File: config.mk
export PLATFORM = sky130hd
export DESIGN_NAME = upc_port
export DESIGN_NICKNAME = d
export VERILOG_FILES = /design/src/include/upc_pkg.sv /design/src/upc_port.sv
export SDC_FILE = /design/constraint.sdc
export NUM_CORES = 1
export LEC_CHECK = 0
export ABC_CLOCK_PERIOD_IN_PS = 2100
export BUFFER_PORTS_ARGS = -buffer_cell sky130_fd_sc_hd__buf_2
export CAP_MARGIN = 0
export CORE_UTILIZATION = 50
export DETAILED_ROUTE_END_ITERATION = 16
export PLACE_DENSITY = 0.76
export SYNTH_ARGS = -nofsm -noshare
export SYNTH_HDL_FRONTEND = slang
export SYNTH_SLANG_ARGS = --single-unit
File: constraint.sdc
create_clock -name MCLK_I -period 2.1 [get_ports MCLK_I]
set_input_delay 0.42 -clock MCLK_I [delete_from_list [all_inputs] [get_ports MCLK_I]]
set_output_delay 0.42 -clock MCLK_I [all_outputs]
set_load 0.01 [all_outputs]
File: src/include/upc_pkg.sv
`default_nettype none
package upc_pkg;

  // Clock period of MCLK_I and the shortest chip reset that counts as a reset.
  localparam int CLK_PERIOD_NS    = 10;
  localparam int CHIP_RST_MIN_NS  = 1000;
  localparam int CHIP_RST_MIN_CYC =
    (CHIP_RST_MIN_NS + CLK_PERIOD_NS - 1) / CLK_PERIOD_NS;
  localparam int RST_CNT_W        = 8;

  // Width of the shared port data bus and its idle value.
  localparam int         DATA_W   = 8;
  localparam logic [7:0] BUS_IDLE = 8'h00;

  // Default length of a VBUS pulse for session request, in cycles.
  localparam int VBUS_PULSE_CYC = 16;
  localparam int VBUS_CNT_W     = 8;

  typedef enum logic [2:0] {
    UPC_SUSPEND,
    UPC_IDLE,
    UPC_RECV,
    UPC_TURN,
    UPC_SEND
  } upc_state_e;

  // Byte offered by the device core for sending to the link.
  typedef struct packed {
    logic              valid;
    logic [DATA_W-1:0] data;
  } upc_tx_s;

  // Byte received from the link, with the end-of-stream mark.
  typedef struct packed {
    logic              valid;
    logic              last;
    logic [DATA_W-1:0] data;
  } upc_rx_s;

  // Whole state of the port block.
  typedef struct packed {
    logic                  rstl_m;
    logic                  rstl_s;
    logic                  rstl_d;
    logic                  rclk_m;
    logic                  rclk_s;
    logic                  rclk_d;
    logic                  pclk_m;
    logic                  pclk_s;
    logic                  rate_m;
    logic                  rate_s;
    logic                  stp_m;
    logic                  stp_s;
    logic [DATA_W-1:0]     dat_m;
    logic [DATA_W-1:0]     dat_s;
    logic                  vb_m;
    logic                  vb_s;
    logic [RST_CNT_W-1:0]  low_cnt;
    logic                  clk_in_mode;
    logic                  rate_sel;
    logic                  pclk_div;
    upc_state_e            st;
    logic [DATA_W-1:0]     held;
    logic                  held_v;
    logic                  dir;
    logic                  nxt;
    logic [DATA_W-1:0]     dout;
    logic                  doe;
    logic                  ctl_oe;
    logic                  clk_oe;
    logic                  reg_en;
    upc_rx_s               rx;
    logic [VBUS_CNT_W-1:0] vb_cnt;
  } upc_state_s;

endpackage : upc_pkg
`default_nettype wire

File: src/upc_port.sv
// Behaviour
// RL1 - Raise DIR to own bus when sending.
// RL2 - Idle: DIR low, watch bus for commands.
// RL3 - NXT high marks presented byte as taken.
// RL4 - Link ends stream with one-cycle STP.
// RL5 - STP marks previous cycle byte as last.
// RL6 - Clock-out: drive port clock, launch on rise.
// RL7 - Port clock pin tied high: clock-in mode.
// RL8 - Clock-in: link supplies reference clock.
// RL9 - Rate strap picks reference frequency.
// RL10 - Chip reset low: suspended, regulators off.
// RL11 - Chip reset accepted asynchronously.
// RL12 - Reset pulse of 1us clears all state.
// RL13 - Chip reset low: all port pins tri-state.
// RL14 - Eight-bit bus, bit 7 most significant.
// RL15 - VBUS feeds comparators and SRP pulsing.
// RL16 - Link releases bus while DIR high.
`default_nettype none
module upc_port #(
  parameter int VBUS_PULSE = upc_pkg::VBUS_PULSE_CYC
) (
  // Clock and reset.
  input  wire logic                     MCLK_I,
  input  wire logic                     SRST_I,
  // Chip pins: reset, straps, reference clock.
  input  wire logic                     CHIP_RESET_LOW_N_I,
  input  wire logic                     RATE_STRAP_I,
  input  wire logic                     REFERENCE_CLOCK_INPUT_I,
  // Port clock pin, three signals.
  input  wire logic                     PORT_CLOCK_PIN_I,
  output logic                          PORT_CLOCK_PIN_O,
  output logic                          PORT_CLOCK_PIN_OE_O,
  // Port handshake pins.
  input  wire logic                     STP_I,
  output logic                          DIR_O,
  output logic                          NXT_O,
  output logic                          CTL_OE_O,
  // Port data bus, three signals.
  input  wire logic [upc_pkg::DATA_W-1:0] DATA_I,
  output logic      [upc_pkg::DATA_W-1:0] DATA_O,
  output logic                          DATA_OE_O,
  // Device core stream towards the link.
  input  wire upc_pkg::upc_tx_s         TX_I,
  output logic                          TX_READY_O,
  // Device core stream from the link.
  output upc_pkg::upc_rx_s              RX_O,
  // Mode, supply and VBUS signals.
  output logic                          CLK_IN_MODE_O,
  output logic                          RATE_SEL_O,
  output logic                          REG_EN_O,
  input  wire logic                     VBUS_CMP_I,
  output logic                          VBUS_VALID_O,
  input  wire logic                     SRP_REQ_I,
  output logic                          VBUS_PULSE_O
);

  upc_pkg::upc_state_s q;
  upc_pkg::upc_state_s next_q;
  logic                step;
  logic                release_ev;
  logic                long_low;

  // Reset value of the whole state; low_cnt starts saturated so the first
  // release after SRST_I captures the straps.
  function automatic upc_pkg::upc_state_s reset_state();
    upc_pkg::upc_state_s r;
    r         = '0;
    r.st      = upc_pkg::UPC_SUSPEND;
    r.low_cnt = upc_pkg::RST_CNT_W'(upc_pkg::CHIP_RST_MIN_CYC);
    r.dout    = upc_pkg::BUS_IDLE;
    return r;
  endfunction : reset_state

  // Port step: rising edge of the port clock in either mode. In clock-out
  // mode the divider rises at this edge; in clock-in mode the synchronised
  // reference clock has just risen. The edge detect reads only the second
  // and third flops, never the first.
  assign step       = q.clk_in_mode ? (q.rclk_s & ~q.rclk_d)
                                    : ~q.pclk_div; // see RL6 see RL8
  assign release_ev = q.rstl_s & ~q.rstl_d; // see RL11
  assign long_low   =
    q.low_cnt >= upc_pkg::RST_CNT_W'(upc_pkg::CHIP_RST_MIN_CYC);

  // Bytes leave the core only in the step that puts them on the bus.
  assign TX_READY_O = q.rstl_s && q.st == upc_pkg::UPC_SEND && step &&
                      !q.stp_s; // see RL1

  // Next-state logic.
  always_comb begin
    next_q          = q;
    next_q.rx.valid = 1'b0;
    next_q.rx.last  = 1'b0;
    // Two-flop synchronisers for every pin input.
    next_q.rstl_m   = CHIP_RESET_LOW_N_I; // see RL11
    next_q.rstl_s   = q.rstl_m;
    next_q.rstl_d   = q.rstl_s;
    next_q.rclk_m   = REFERENCE_CLOCK_INPUT_I;
    next_q.rclk_s   = q.rclk_m;
    next_q.rclk_d   = q.rclk_s;
    next_q.pclk_m   = PORT_CLOCK_PIN_I;
    next_q.pclk_s   = q.pclk_m;
    next_q.rate_m   = RATE_STRAP_I;
    next_q.rate_s   = q.rate_m;
    next_q.stp_m    = STP_I;
    next_q.stp_s    = q.stp_m;
    next_q.dat_m    = DATA_I; // see RL14
    next_q.dat_s    = q.dat_m;
    next_q.vb_m     = VBUS_CMP_I; // see RL15
    next_q.vb_s     = q.vb_m;
    // The divider runs freely; it is only seen on the pin in clock-out mode.
    next_q.pclk_div = ~q.pclk_div; // see RL6
    // Session request pulse on VBUS, restarted by each request.
    if (SRP_REQ_I && q.rstl_s) begin
      next_q.vb_cnt = upc_pkg::VBUS_CNT_W'(VBUS_PULSE); // see RL15
    end else if (q.vb_cnt != '0) begin
      next_q.vb_cnt = q.vb_cnt - upc_pkg::VBUS_CNT_W'(1);
    end
    if (!q.rstl_s) begin
      // Suspended: regulators off, every port pin released.
      next_q.st     = upc_pkg::UPC_SUSPEND; // see RL10
      next_q.reg_en = 1'b0;
      next_q.ctl_oe = 1'b0; // see RL13
      next_q.clk_oe = 1'b0;
      next_q.doe    = 1'b0;
      next_q.dir    = 1'b0;
      next_q.nxt    = 1'b0;
      next_q.vb_cnt = '0;
      if (!long_low) begin
        next_q.low_cnt = q.low_cnt + upc_pkg::RST_CNT_W'(1);
      end
    end else if (q.st == upc_pkg::UPC_SUSPEND) begin
      // Leaving suspend. A pulse that was long enough clears the state and
      // recaptures the straps while the port clock pin is still released;
      // a shorter glitch resumes with the previous mode.
      if (long_low) begin
        next_q             = reset_state(); // see RL12
        next_q.rstl_m      = CHIP_RESET_LOW_N_I;
        next_q.rstl_s      = q.rstl_m;
        next_q.rstl_d      = q.rstl_s;
        next_q.pclk_div    = ~q.pclk_div;
        next_q.clk_in_mode = q.pclk_s; // see RL7
        next_q.rate_sel    = q.rate_s; // see RL9
        next_q.clk_oe      = ~q.pclk_s; // see RL7
      end else begin
        next_q.clk_oe = ~q.clk_in_mode;
      end
      next_q.st      = upc_pkg::UPC_IDLE;
      next_q.low_cnt = '0;
      next_q.reg_en  = 1'b1;
      next_q.ctl_oe  = 1'b1;
    end else if (step) begin
      case (q.st)
        upc_pkg::UPC_IDLE: begin
          // Bus belongs to the link; a non-idle byte opens a command.
          next_q.dir = 1'b0; // see RL2
          if (q.dat_s != upc_pkg::BUS_IDLE) begin
            // NXT accepts the command byte. The byte that the link shows
            // while it samples NXT leaves the synchroniser one step later
            // with the reference clock in, but two steps later with our
            // own clock out, so clock-out waits one quiet turnaround step.
            if (q.clk_in_mode) begin
              next_q.st = upc_pkg::UPC_RECV;
            end else begin
              next_q.st = upc_pkg::UPC_TURN;
            end
            next_q.held_v = 1'b0;
            next_q.nxt    = 1'b1; // see RL3
          end else if (TX_I.valid) begin
            // Take the bus; one turnaround step before driving it.
            next_q.dir = 1'b1; // see RL1 see RL16
            next_q.st  = upc_pkg::UPC_TURN;
          end
        end
        upc_pkg::UPC_RECV: begin
          if (q.stp_s) begin
            // The byte of the previous step was the last one.
            next_q.rx.valid = q.held_v; // see RL5
            next_q.rx.last  = q.held_v;
            next_q.rx.data  = q.held;
            next_q.held_v   = 1'b0;
            next_q.nxt      = 1'b0;
            next_q.st       = upc_pkg::UPC_IDLE;
          end else begin
            // Every step takes the presented byte and passes the one
            // before, so the last byte is known only when STP shows.
            next_q.rx.valid = q.held_v; // see RL3
            next_q.rx.data  = q.held;
            next_q.held     = q.dat_s;
            next_q.held_v   = 1'b1;
            next_q.nxt      = 1'b1;
          end
        end
        upc_pkg::UPC_TURN: begin
          // One quiet step while the bus changes hands: the data
          // synchroniser still holds bytes from before the change. DIR
          // leads on to sending, NXT to a command, neither back to idle.
          if (q.dir) begin
            next_q.st = upc_pkg::UPC_SEND;
          end else if (q.nxt) begin
            next_q.st = upc_pkg::UPC_RECV; // see RL3
          end else begin
            next_q.st = upc_pkg::UPC_IDLE;
          end
        end
        upc_pkg::UPC_SEND: begin
          if (q.stp_s || !TX_I.valid) begin
            // Link stop or nothing left: hand the bus back.
            // Our own last byte is still in the synchroniser, so one
            // quiet step passes before link commands are watched again.
            next_q.dir = 1'b0; // see RL2 see RL4
            next_q.doe = 1'b0;
            next_q.st  = upc_pkg::UPC_TURN;
          end else begin
            next_q.dout = TX_I.data; // see RL14
            next_q.doe  = 1'b1; // see RL1
          end
        end
        default: begin
          next_q.st = upc_pkg::UPC_IDLE;
        end
      endcase
    end
  end

  // State register with synchronous reset.
  always_ff @(posedge MCLK_I) begin
    if (SRST_I) begin
      q <= reset_state();
    end else begin
      q <= next_q;
    end
  end

  // Outputs straight from the state.
  assign PORT_CLOCK_PIN_O    = q.pclk_div;
  assign PORT_CLOCK_PIN_OE_O = q.clk_oe;
  assign DIR_O               = q.dir;
  assign NXT_O               = q.nxt;
  assign CTL_OE_O            = q.ctl_oe;
  assign DATA_O              = q.dout;
  assign DATA_OE_O           = q.doe;
  assign RX_O                = q.rx;
  assign CLK_IN_MODE_O       = q.clk_in_mode;
  assign RATE_SEL_O          = q.rate_sel;
  assign REG_EN_O            = q.reg_en;
  assign VBUS_VALID_O        = q.vb_s;
  assign VBUS_PULSE_O        = q.vb_cnt != '0;
endmodule : upc_port
`default_nettype wire

=== Word-level counts from Yosys, hierarchy flattened ===
Cells that the tools add are included.
Widths: inputs -> output; s select.

* $add $sub $neg: 2
* Multipliers: 0
* Divide/modulo/power cells: 0
* Order comparisons: 1
* Equality and inequality tests: 16
* Shift operators: 0
* Muxes and demuxes: 40
* Bitwise gates (word level): 6
* Reductions and logical operators: 28

{| class="wikitable"
|+ Operators with widths
! kind !! count
|-
| $mux 8 || 8
|-
| $mux 62 || 1
|-
| $mux 21 || 2
|-
| $mux 38 || 1
|-
| $mux 10 || 3
|-
| $mux 27 || 1
|-
| $reduce_and 4->1 || 5
|-
| $mux 16 || 1
|-
| $reduce_bool 8->1 || 2
|-
| $mux 3 || 5
|-
| $reduce_and 5->1 || 3
|-
| $mux 1 || 12
|-
| $pmux 3 s4 || 1
|-
| $mux 9 || 1
|-
| $ne 3x3->1 const B || 3
|-
| $add 8x1->8 const B || 1
|-
| $ge 8x7->1 const B || 1
|-
| $ne 2x2->1 const B || 4
|-
| $sub 8x1->8 const B || 1
|-
| $eq 3x2->1 const B || 2
|-
| $ne 2x1->1 const B || 3
|-
| $pmux 1 s2 || 3
|-
| $reduce_and 3->1 || 2
|-
| $reduce_bool 2->1 || 3
|-
| 15 further kinds || 24
|}

* Register bits: 83
* Bits in latches: 0
* Bits in writable memories: 0
* ROM bits: 0
* Input port bits: 26
* Output and inout port bits: 30
* Memories: 0

=== Depth between registers and ports, before layout ===
* Depth after elaboration: 6
* Mapped depth: 7
* Gate-level depth less buffers: 6

=== Worst setup path before layout ===
Ideal clock, no wire load.

* Path type: flip-flop to flip-flop
* From: register q[60] (netlist name)
* To: register q[41] (netlist name)
* Library setup time: 0.122 ns
* Arrival: 1.665 ns
* Data required time: 1.978 ns
* Path slack: 0.313 ns
* Cell stages (with the launch flop): 5
* Path buffers: 0
* Period minus slack after synthesis: 1.787 ns
* Cells stage by stage: dfxtp_1 > or4_4 > or2_1 > o311a_4 > o311a_1

* Cells in the longest elaborated chain, start to end: 5
* Elaborated cells on any way between the ends: 7
* Those cells by class: eq/ne: 1; mux: 4; reduce/logical: 2

{| class="wikitable"
|+ Ends and longest elaborated chain
! item !! line !! RTL
|-
| start, declared || upc_port.sv:57 || <nowiki>upc_pkg::upc_state_s q;</nowiki>
|-
| start signal, assigned || upc_port.sv:228 || <nowiki>q <= reset_state();</nowiki>
|-
| start signal, assigned || upc_port.sv:230 || <nowiki>q <= next_q;</nowiki>
|-
| $reduce_bool 8->1 * || upc_port.sv:156 || <nowiki>if (q.dat_s != upc_pkg::BUS_IDLE) begin</nowiki>
|-
| $mux 3 || upc_port.sv:156 ||
|-
| $pmux 3 s4 || upc_port.sv:152 || <nowiki>case (q.st)</nowiki>
|-
| $mux 21 || upc_port.sv:151 || <nowiki>end else if (step) begin</nowiki>
|-
| $mux 21 || upc_port.sv:131 || <nowiki>end else if (q.st == upc_pkg::UPC_SUSPEND) begin</nowiki>
|}

Every way passes the cells marked *; elsewhere a longest branch is shown, timed or not. The select of a mux whose other input is x is not followed.
A chain may end at the register's enable or synchronous reset.

=== Worst setup path in the final report ===
* From: register q[41] (netlist name)
* To: output port TX_READY_O

* Cells in the longest elaborated chain, start to end: 4

{| class="wikitable"
|+ Ends and longest elaborated chain
! item !! line !! RTL
|-
| $eq 3x3->1 || upc_port.sv:85 || <nowiki>assign TX_READY_O = q.rstl_s && q.st == upc_pkg::UPC_SEND && step &&</nowiki>
|-
| $logic_and 1x1->1 (3 in a row) || upc_port.sv:85 ||
|-
| end, declared || upc_port.sv:44 || <nowiki>output logic TX_READY_O,</nowiki>
|}

Every way passes these cells.

==> impl_summary.txt <==
----------------------------------------------------
[Run status]
  Result of the run ... completed

[Worst setup path]
  CP required ... around 1.7 ns
  Top fanout value on the critical path ... 10
  Element type at the critical path start ... register
  Signal arrival time at the worst endpoint ... ~1.6 ns
  Critical path cell sequence ... buf_4, nor2_1, nand2_1, nor3_1, buf_2
  Crit path kind ... reg -> out
  Cell class contributing the biggest share of worst-path delay ... simple AND/OR/NAND/NOR gates
  Critical Path End Type ... output port
  Delay of the slowest cell on the worst path ... between 0.3 and 0.4 ns
  Combined buffer and inverter count along the critical path ... 2
  Master of the slowest instance on the critical path ... sky130_fd_sc_hd__dfxtp_2

[STA]
  Fmax ... 0.504 GHz
  Pin slew with the least headroom to its limit ... 0.537 ns
  Worst hold slack after final layout ... 0.254 ns
  Final total negative setup slack ... 0 ns
  Fin crit period ... between 1.5 and 2 ns
  Final setup skew ... around 0.0098 ns
  Final clock period utilization by the worst path ... 94.4%
  Final Setup Violations ... 0
  Relative slew slack ... 64.0%
  Hold Fails Final Rpt ... 0
  Final number of max-transition violations ... 0

[Power]
  Switching pwr ... 1110 uW
  Overall power of the completed layout ... 3540 uW
  Power density normalized to cell area ... 913 nW/um^2
  Portion of total power attributed to combinational logic ... between 20% and 30%
  IR Drop Worst-Case VDD ... 568 uV
  Leakage power of the design ... 0.00163 uW
  Clock network fraction of total power ... 29.7%
  Cell Int Power ... 2430 uW
  Share of total power in sequential cells ... between 40% and 50%
  Fraction of power spent switching nets ... 31.4%

[Synthesis]
  Number of different library cells in the post-synthesis netlist ... between 50 and 60
  Top FF cell, synth ... sky130_fd_sc_hd__dfxtp_1
  Portion of synthesized cell area occupied by the leading cell type ... about half
  Post-synthesis area per instance ... 9.14 sq um
  Most area-hungry cell type in the Yosys netlist ... sky130_fd_sc_hd__dfxtp_1
  Share of flip-flops with an asynchronous set or reset ... 0%
  Main combinational cell family by area after synthesis ... simple AND/OR/NAND/NOR gates
  Post-Synth Simple-Gate Area ... a little over a quarter
  Top cells by area in the synthesized netlist ... sky130_fd_sc_hd__dfxtp_1 49%, sky130_fd_sc_hd__and2_1 5.5%, sky130_fd_sc_hd__nor2_1 4.3%
  Synth Area in Compound Gates ... between 10% and 20%
  Synth Register Bits ... 83
  Share of cell area taken by muxes after synthesis ... 1.21%
  Share of the synthesized netlist area taken by xor and xnor gates ... 1.79%
  Warnings from Yosys ... 0
  Gate count after technology mapping ... 374
  Post-synthesis sequential area ratio ... between 40% and 50%
  Post-synth EDFFs ... 0
  Post-synthesis instance area ... 3420 sq um
  Mapped Nets ... between 400 and 500
  Synth Area in Adders ... 1.46%

[Routing]
  Drt total wl ... ~6900 um
  Top Metal Used ... met4
  Overall via count from detail_route ... around 2,600
  Via density per instance ... 5.27
  Pre-antenna DRT Iters ... 6
  DRC errors left ... 0
  Post-DR wirelength/cell ... roughly 14 um
  Met3 wire len ... 397 um
  Met2 WL post-DR ... 3180 um
  Drt initial violations ... roughly 150
  Remaining number of nets flagged by the antenna check after routing ... 0
  Routed metal-1 wirelength ... 3230 um

[Global routing]
  Number of global-route vias before repair ... 2,417
  Global routing usage summed across all routing layers ... 20.0%
  Total congestion overflow after global routing ... 0
  Pin count of the biggest net entering global routing ... 28
  Wire length of the first global-routing pass ... ~11,000 um
  Number of antenna violations at the first check in global routing ... 0

[Layout]
  Register area ... 1670 sq um
  Final net count ... 449
  Total of fill cells in the finished design ... 599
  Count of antenna diodes in the layout ... 0
  Post-synthesis to final-layout area growth ... 13.5%
  Combined area of the multi-input logic cells ... 1520 sq um
  Layout cell share with drive strength beyond 1 ... between 20% and 30%

[Clocking]
  Clock Pin Slew Worst Setup and Hold Paths ... around 0.09 ns
  Level count of the clock H-tree ... 3
  Clock tree from TritonCTS ... yes
  Num CTS Buffers ... 9
  Total clock sinks ... slightly above 80
  Max Buffers Root-to-Sink ... 2
  Clock root buffer master ... sky130_fd_sc_hd__clkbuf_8
  Clock latency on the worst-skew pair ... ~0.36 ns
  Post-cts hold buffer count ... 0

[Worst hold path]
  HP Class ... in -> reg

[Floorplan]
  Placeable core region ... around 6500 sq um
  Die Footprint ... 7170 sq um
  Die extent in x ... roughly 85 um
  Starting Density ... 52.9%
  Number of primary I/O pins ... 56
  Std-Cell Rows ... 29
  Overall die height ... 84.7 um

[Place]
  Last weighted congestion value of the routability-driven placer ... 0.868
  Half-perimeter wire length of the detailed placement result ... roughly 4900 um
  PortBufs ... 55

[Job]
  Number of violations of the max-capacitance limit ... 0

----------------------------------------------------
[synth_stat cells, types with 8 or more instances]
master	number
sky130_fd_sc_hd__a21oi_1	26
sky130_fd_sc_hd__a22oi_1	8
sky130_fd_sc_hd__and2_1	30
sky130_fd_sc_hd__buf_4	19
sky130_fd_sc_hd__clkbuf_1	11
sky130_fd_sc_hd__dfxtp_1	83
sky130_fd_sc_hd__nand2_1	20
sky130_fd_sc_hd__nand2b_1	15
sky130_fd_sc_hd__nand3_1	14
sky130_fd_sc_hd__nand4_1	8
sky130_fd_sc_hd__nor2_1	39
[metrics by stage]
stage | worst slack (ns) | std cells | util [%] | cell area, sq um
after CTS | 0.00414 | 499 | 59.8 | 3860
after global placement | 0.193 | 483 | 56.9 | 3680
after global routing | -0.0199 | 501 | 60.1 | 3880
final | 0.117 | 501 | 60.1 | 3880
after detailed placement | 0.197 | 483 | 56.9 | 3680
after floorplan | 0.313 | 374 | - | 3420
[cells by family after synthesis]
| family | Yosys count |
|---|---|
| muxes | 4 |
| adders and majority gates | 4 |
| xor gates and xnor gates | 7 |
| buffers and inverters | 42 |
| and+or+nand+nor | 166 |
| AOI/OAI and AO/OA | 68 |
| DFF | 83 |
[worst register-to-register path: stages (launching register included)]
cell                      delay, ns
sky130_fd_sc_hd__dfxtp_1       0.35
sky130_fd_sc_hd__o311a_1       0.43
sky130_fd_sc_hd__or3_1         0.46
sky130_fd_sc_hd__o21ai_1       0.18
sky130_fd_sc_hd__o21ai_1       0.10
sky130_fd_sc_hd__a211o_1       0.30
[worst paths after layout]
check	start	to	slack [ns]	cells past startpoint
worst max register to register	q[49]	q[49]	0.18	5
worst min register to register	q[78]	q[77]	0.43	1
worst min-delay path	DATA_I[1]	q[66]	0.25	2
worst max-delay path	q[41]	TX_READY_O	0.12	5
[routing by layer]
layer	global-route usage [%]	vias up
li1	-	1355
met1	25.9	1201
met2	31.5	82
met3	7.28	3
met4	5.70	0
met5	0	-
[placed cells by master, fill, tap and decap left out, types with 2 or more instances in the layout]
cell type                    count
sky130_fd_sc_hd__nand3b_1        7
sky130_fd_sc_hd__clkbuf_8        9
sky130_fd_sc_hd__nand2_1        20
sky130_fd_sc_hd__nor3_1          7
sky130_fd_sc_hd__or3_1           2
sky130_fd_sc_hd__a22oi_1         8
sky130_fd_sc_hd__xnor2_1         5
sky130_fd_sc_hd__o21ai_1         6
sky130_fd_sc_hd__dfxtp_1        80
sky130_fd_sc_hd__clkinvlp_4      2
sky130_fd_sc_hd__clkinv_4        2
sky130_fd_sc_hd__a211o_1         2
sky130_fd_sc_hd__inv_6           3
sky130_fd_sc_hd__nor2b_1         4
sky130_fd_sc_hd__nor3b_1         4
sky130_fd_sc_hd__nor3_2          2
sky130_fd_sc_hd__xor2_1          2
sky130_fd_sc_hd__buf_2          55
sky130_fd_sc_hd__inv_1           5
sky130_fd_sc_hd__nor2_1         39
sky130_fd_sc_hd__o311a_1         2
sky130_fd_sc_hd__nand3_1        14
sky130_fd_sc_hd__buf_4          16
sky130_fd_sc_hd__ha_1            4
sky130_fd_sc_hd__dfxtp_2         3
sky130_fd_sc_hd__a21o_1          2
sky130_fd_sc_hd__mux2i_1         3
sky130_fd_sc_hd__and3_1          4
sky130_fd_sc_hd__or2_1           2
sky130_fd_sc_hd__o21bai_1        4
sky130_fd_sc_hd__a21oi_1        26
sky130_fd_sc_hd__nand2b_1       15
sky130_fd_sc_hd__and2_1         30
sky130_fd_sc_hd__nand4_1         8
sky130_fd_sc_hd__o21ai_0         6
[flip-flops by register name, summed over array words and instances, names as in the netlist]
name and cells:
DATA_OE_O 1, DATA_O 8, DIR_O 1, RX_O 10, VBUS_VALID_O 1, RATE_SEL_O 1, q 56, PORT_CLOCK_PIN_OE_O 1
REG_EN_O 1, NXT_O 1, PORT_CLOCK_PIN_O 1, CLK_IN_MODE_O 1
[power by group through the flow]
stage / clock, uW / combinational (uW) / sequential [uW]
2_1_floorplan: 0 / 548 / 1750
3_3_place_gp: 0 / 739 / 1760
3_5_place_dp: 0 / 750 / 1770
4_1_cts: 1080 / 755 / 1730
5_1_grt: 1160 / 839 / 1740
6_report: 1050 / 757 / 1730
[cell type report]
type	count	area share, %
well taps	77	2.48
flip-flops and latches	83	42.9
clock buffers	9	3.19
repair buffers	71	10.2
clock inverters	7	1.51
multi-input cells	249	39.3
inverters	5	0.483
[repair_timing]
| action | in CTS | in global routing |
|---|---|---|
| resized for setup | 2 | 3 |
| endpoints found under the hold margin | 0 | 0 |
| buffers inserted | 0 | 2 |
| setup endpoints to repair | 1 | 1 |
| pin swaps | 0 | 1 |
(Power assumes the default switching activity.)
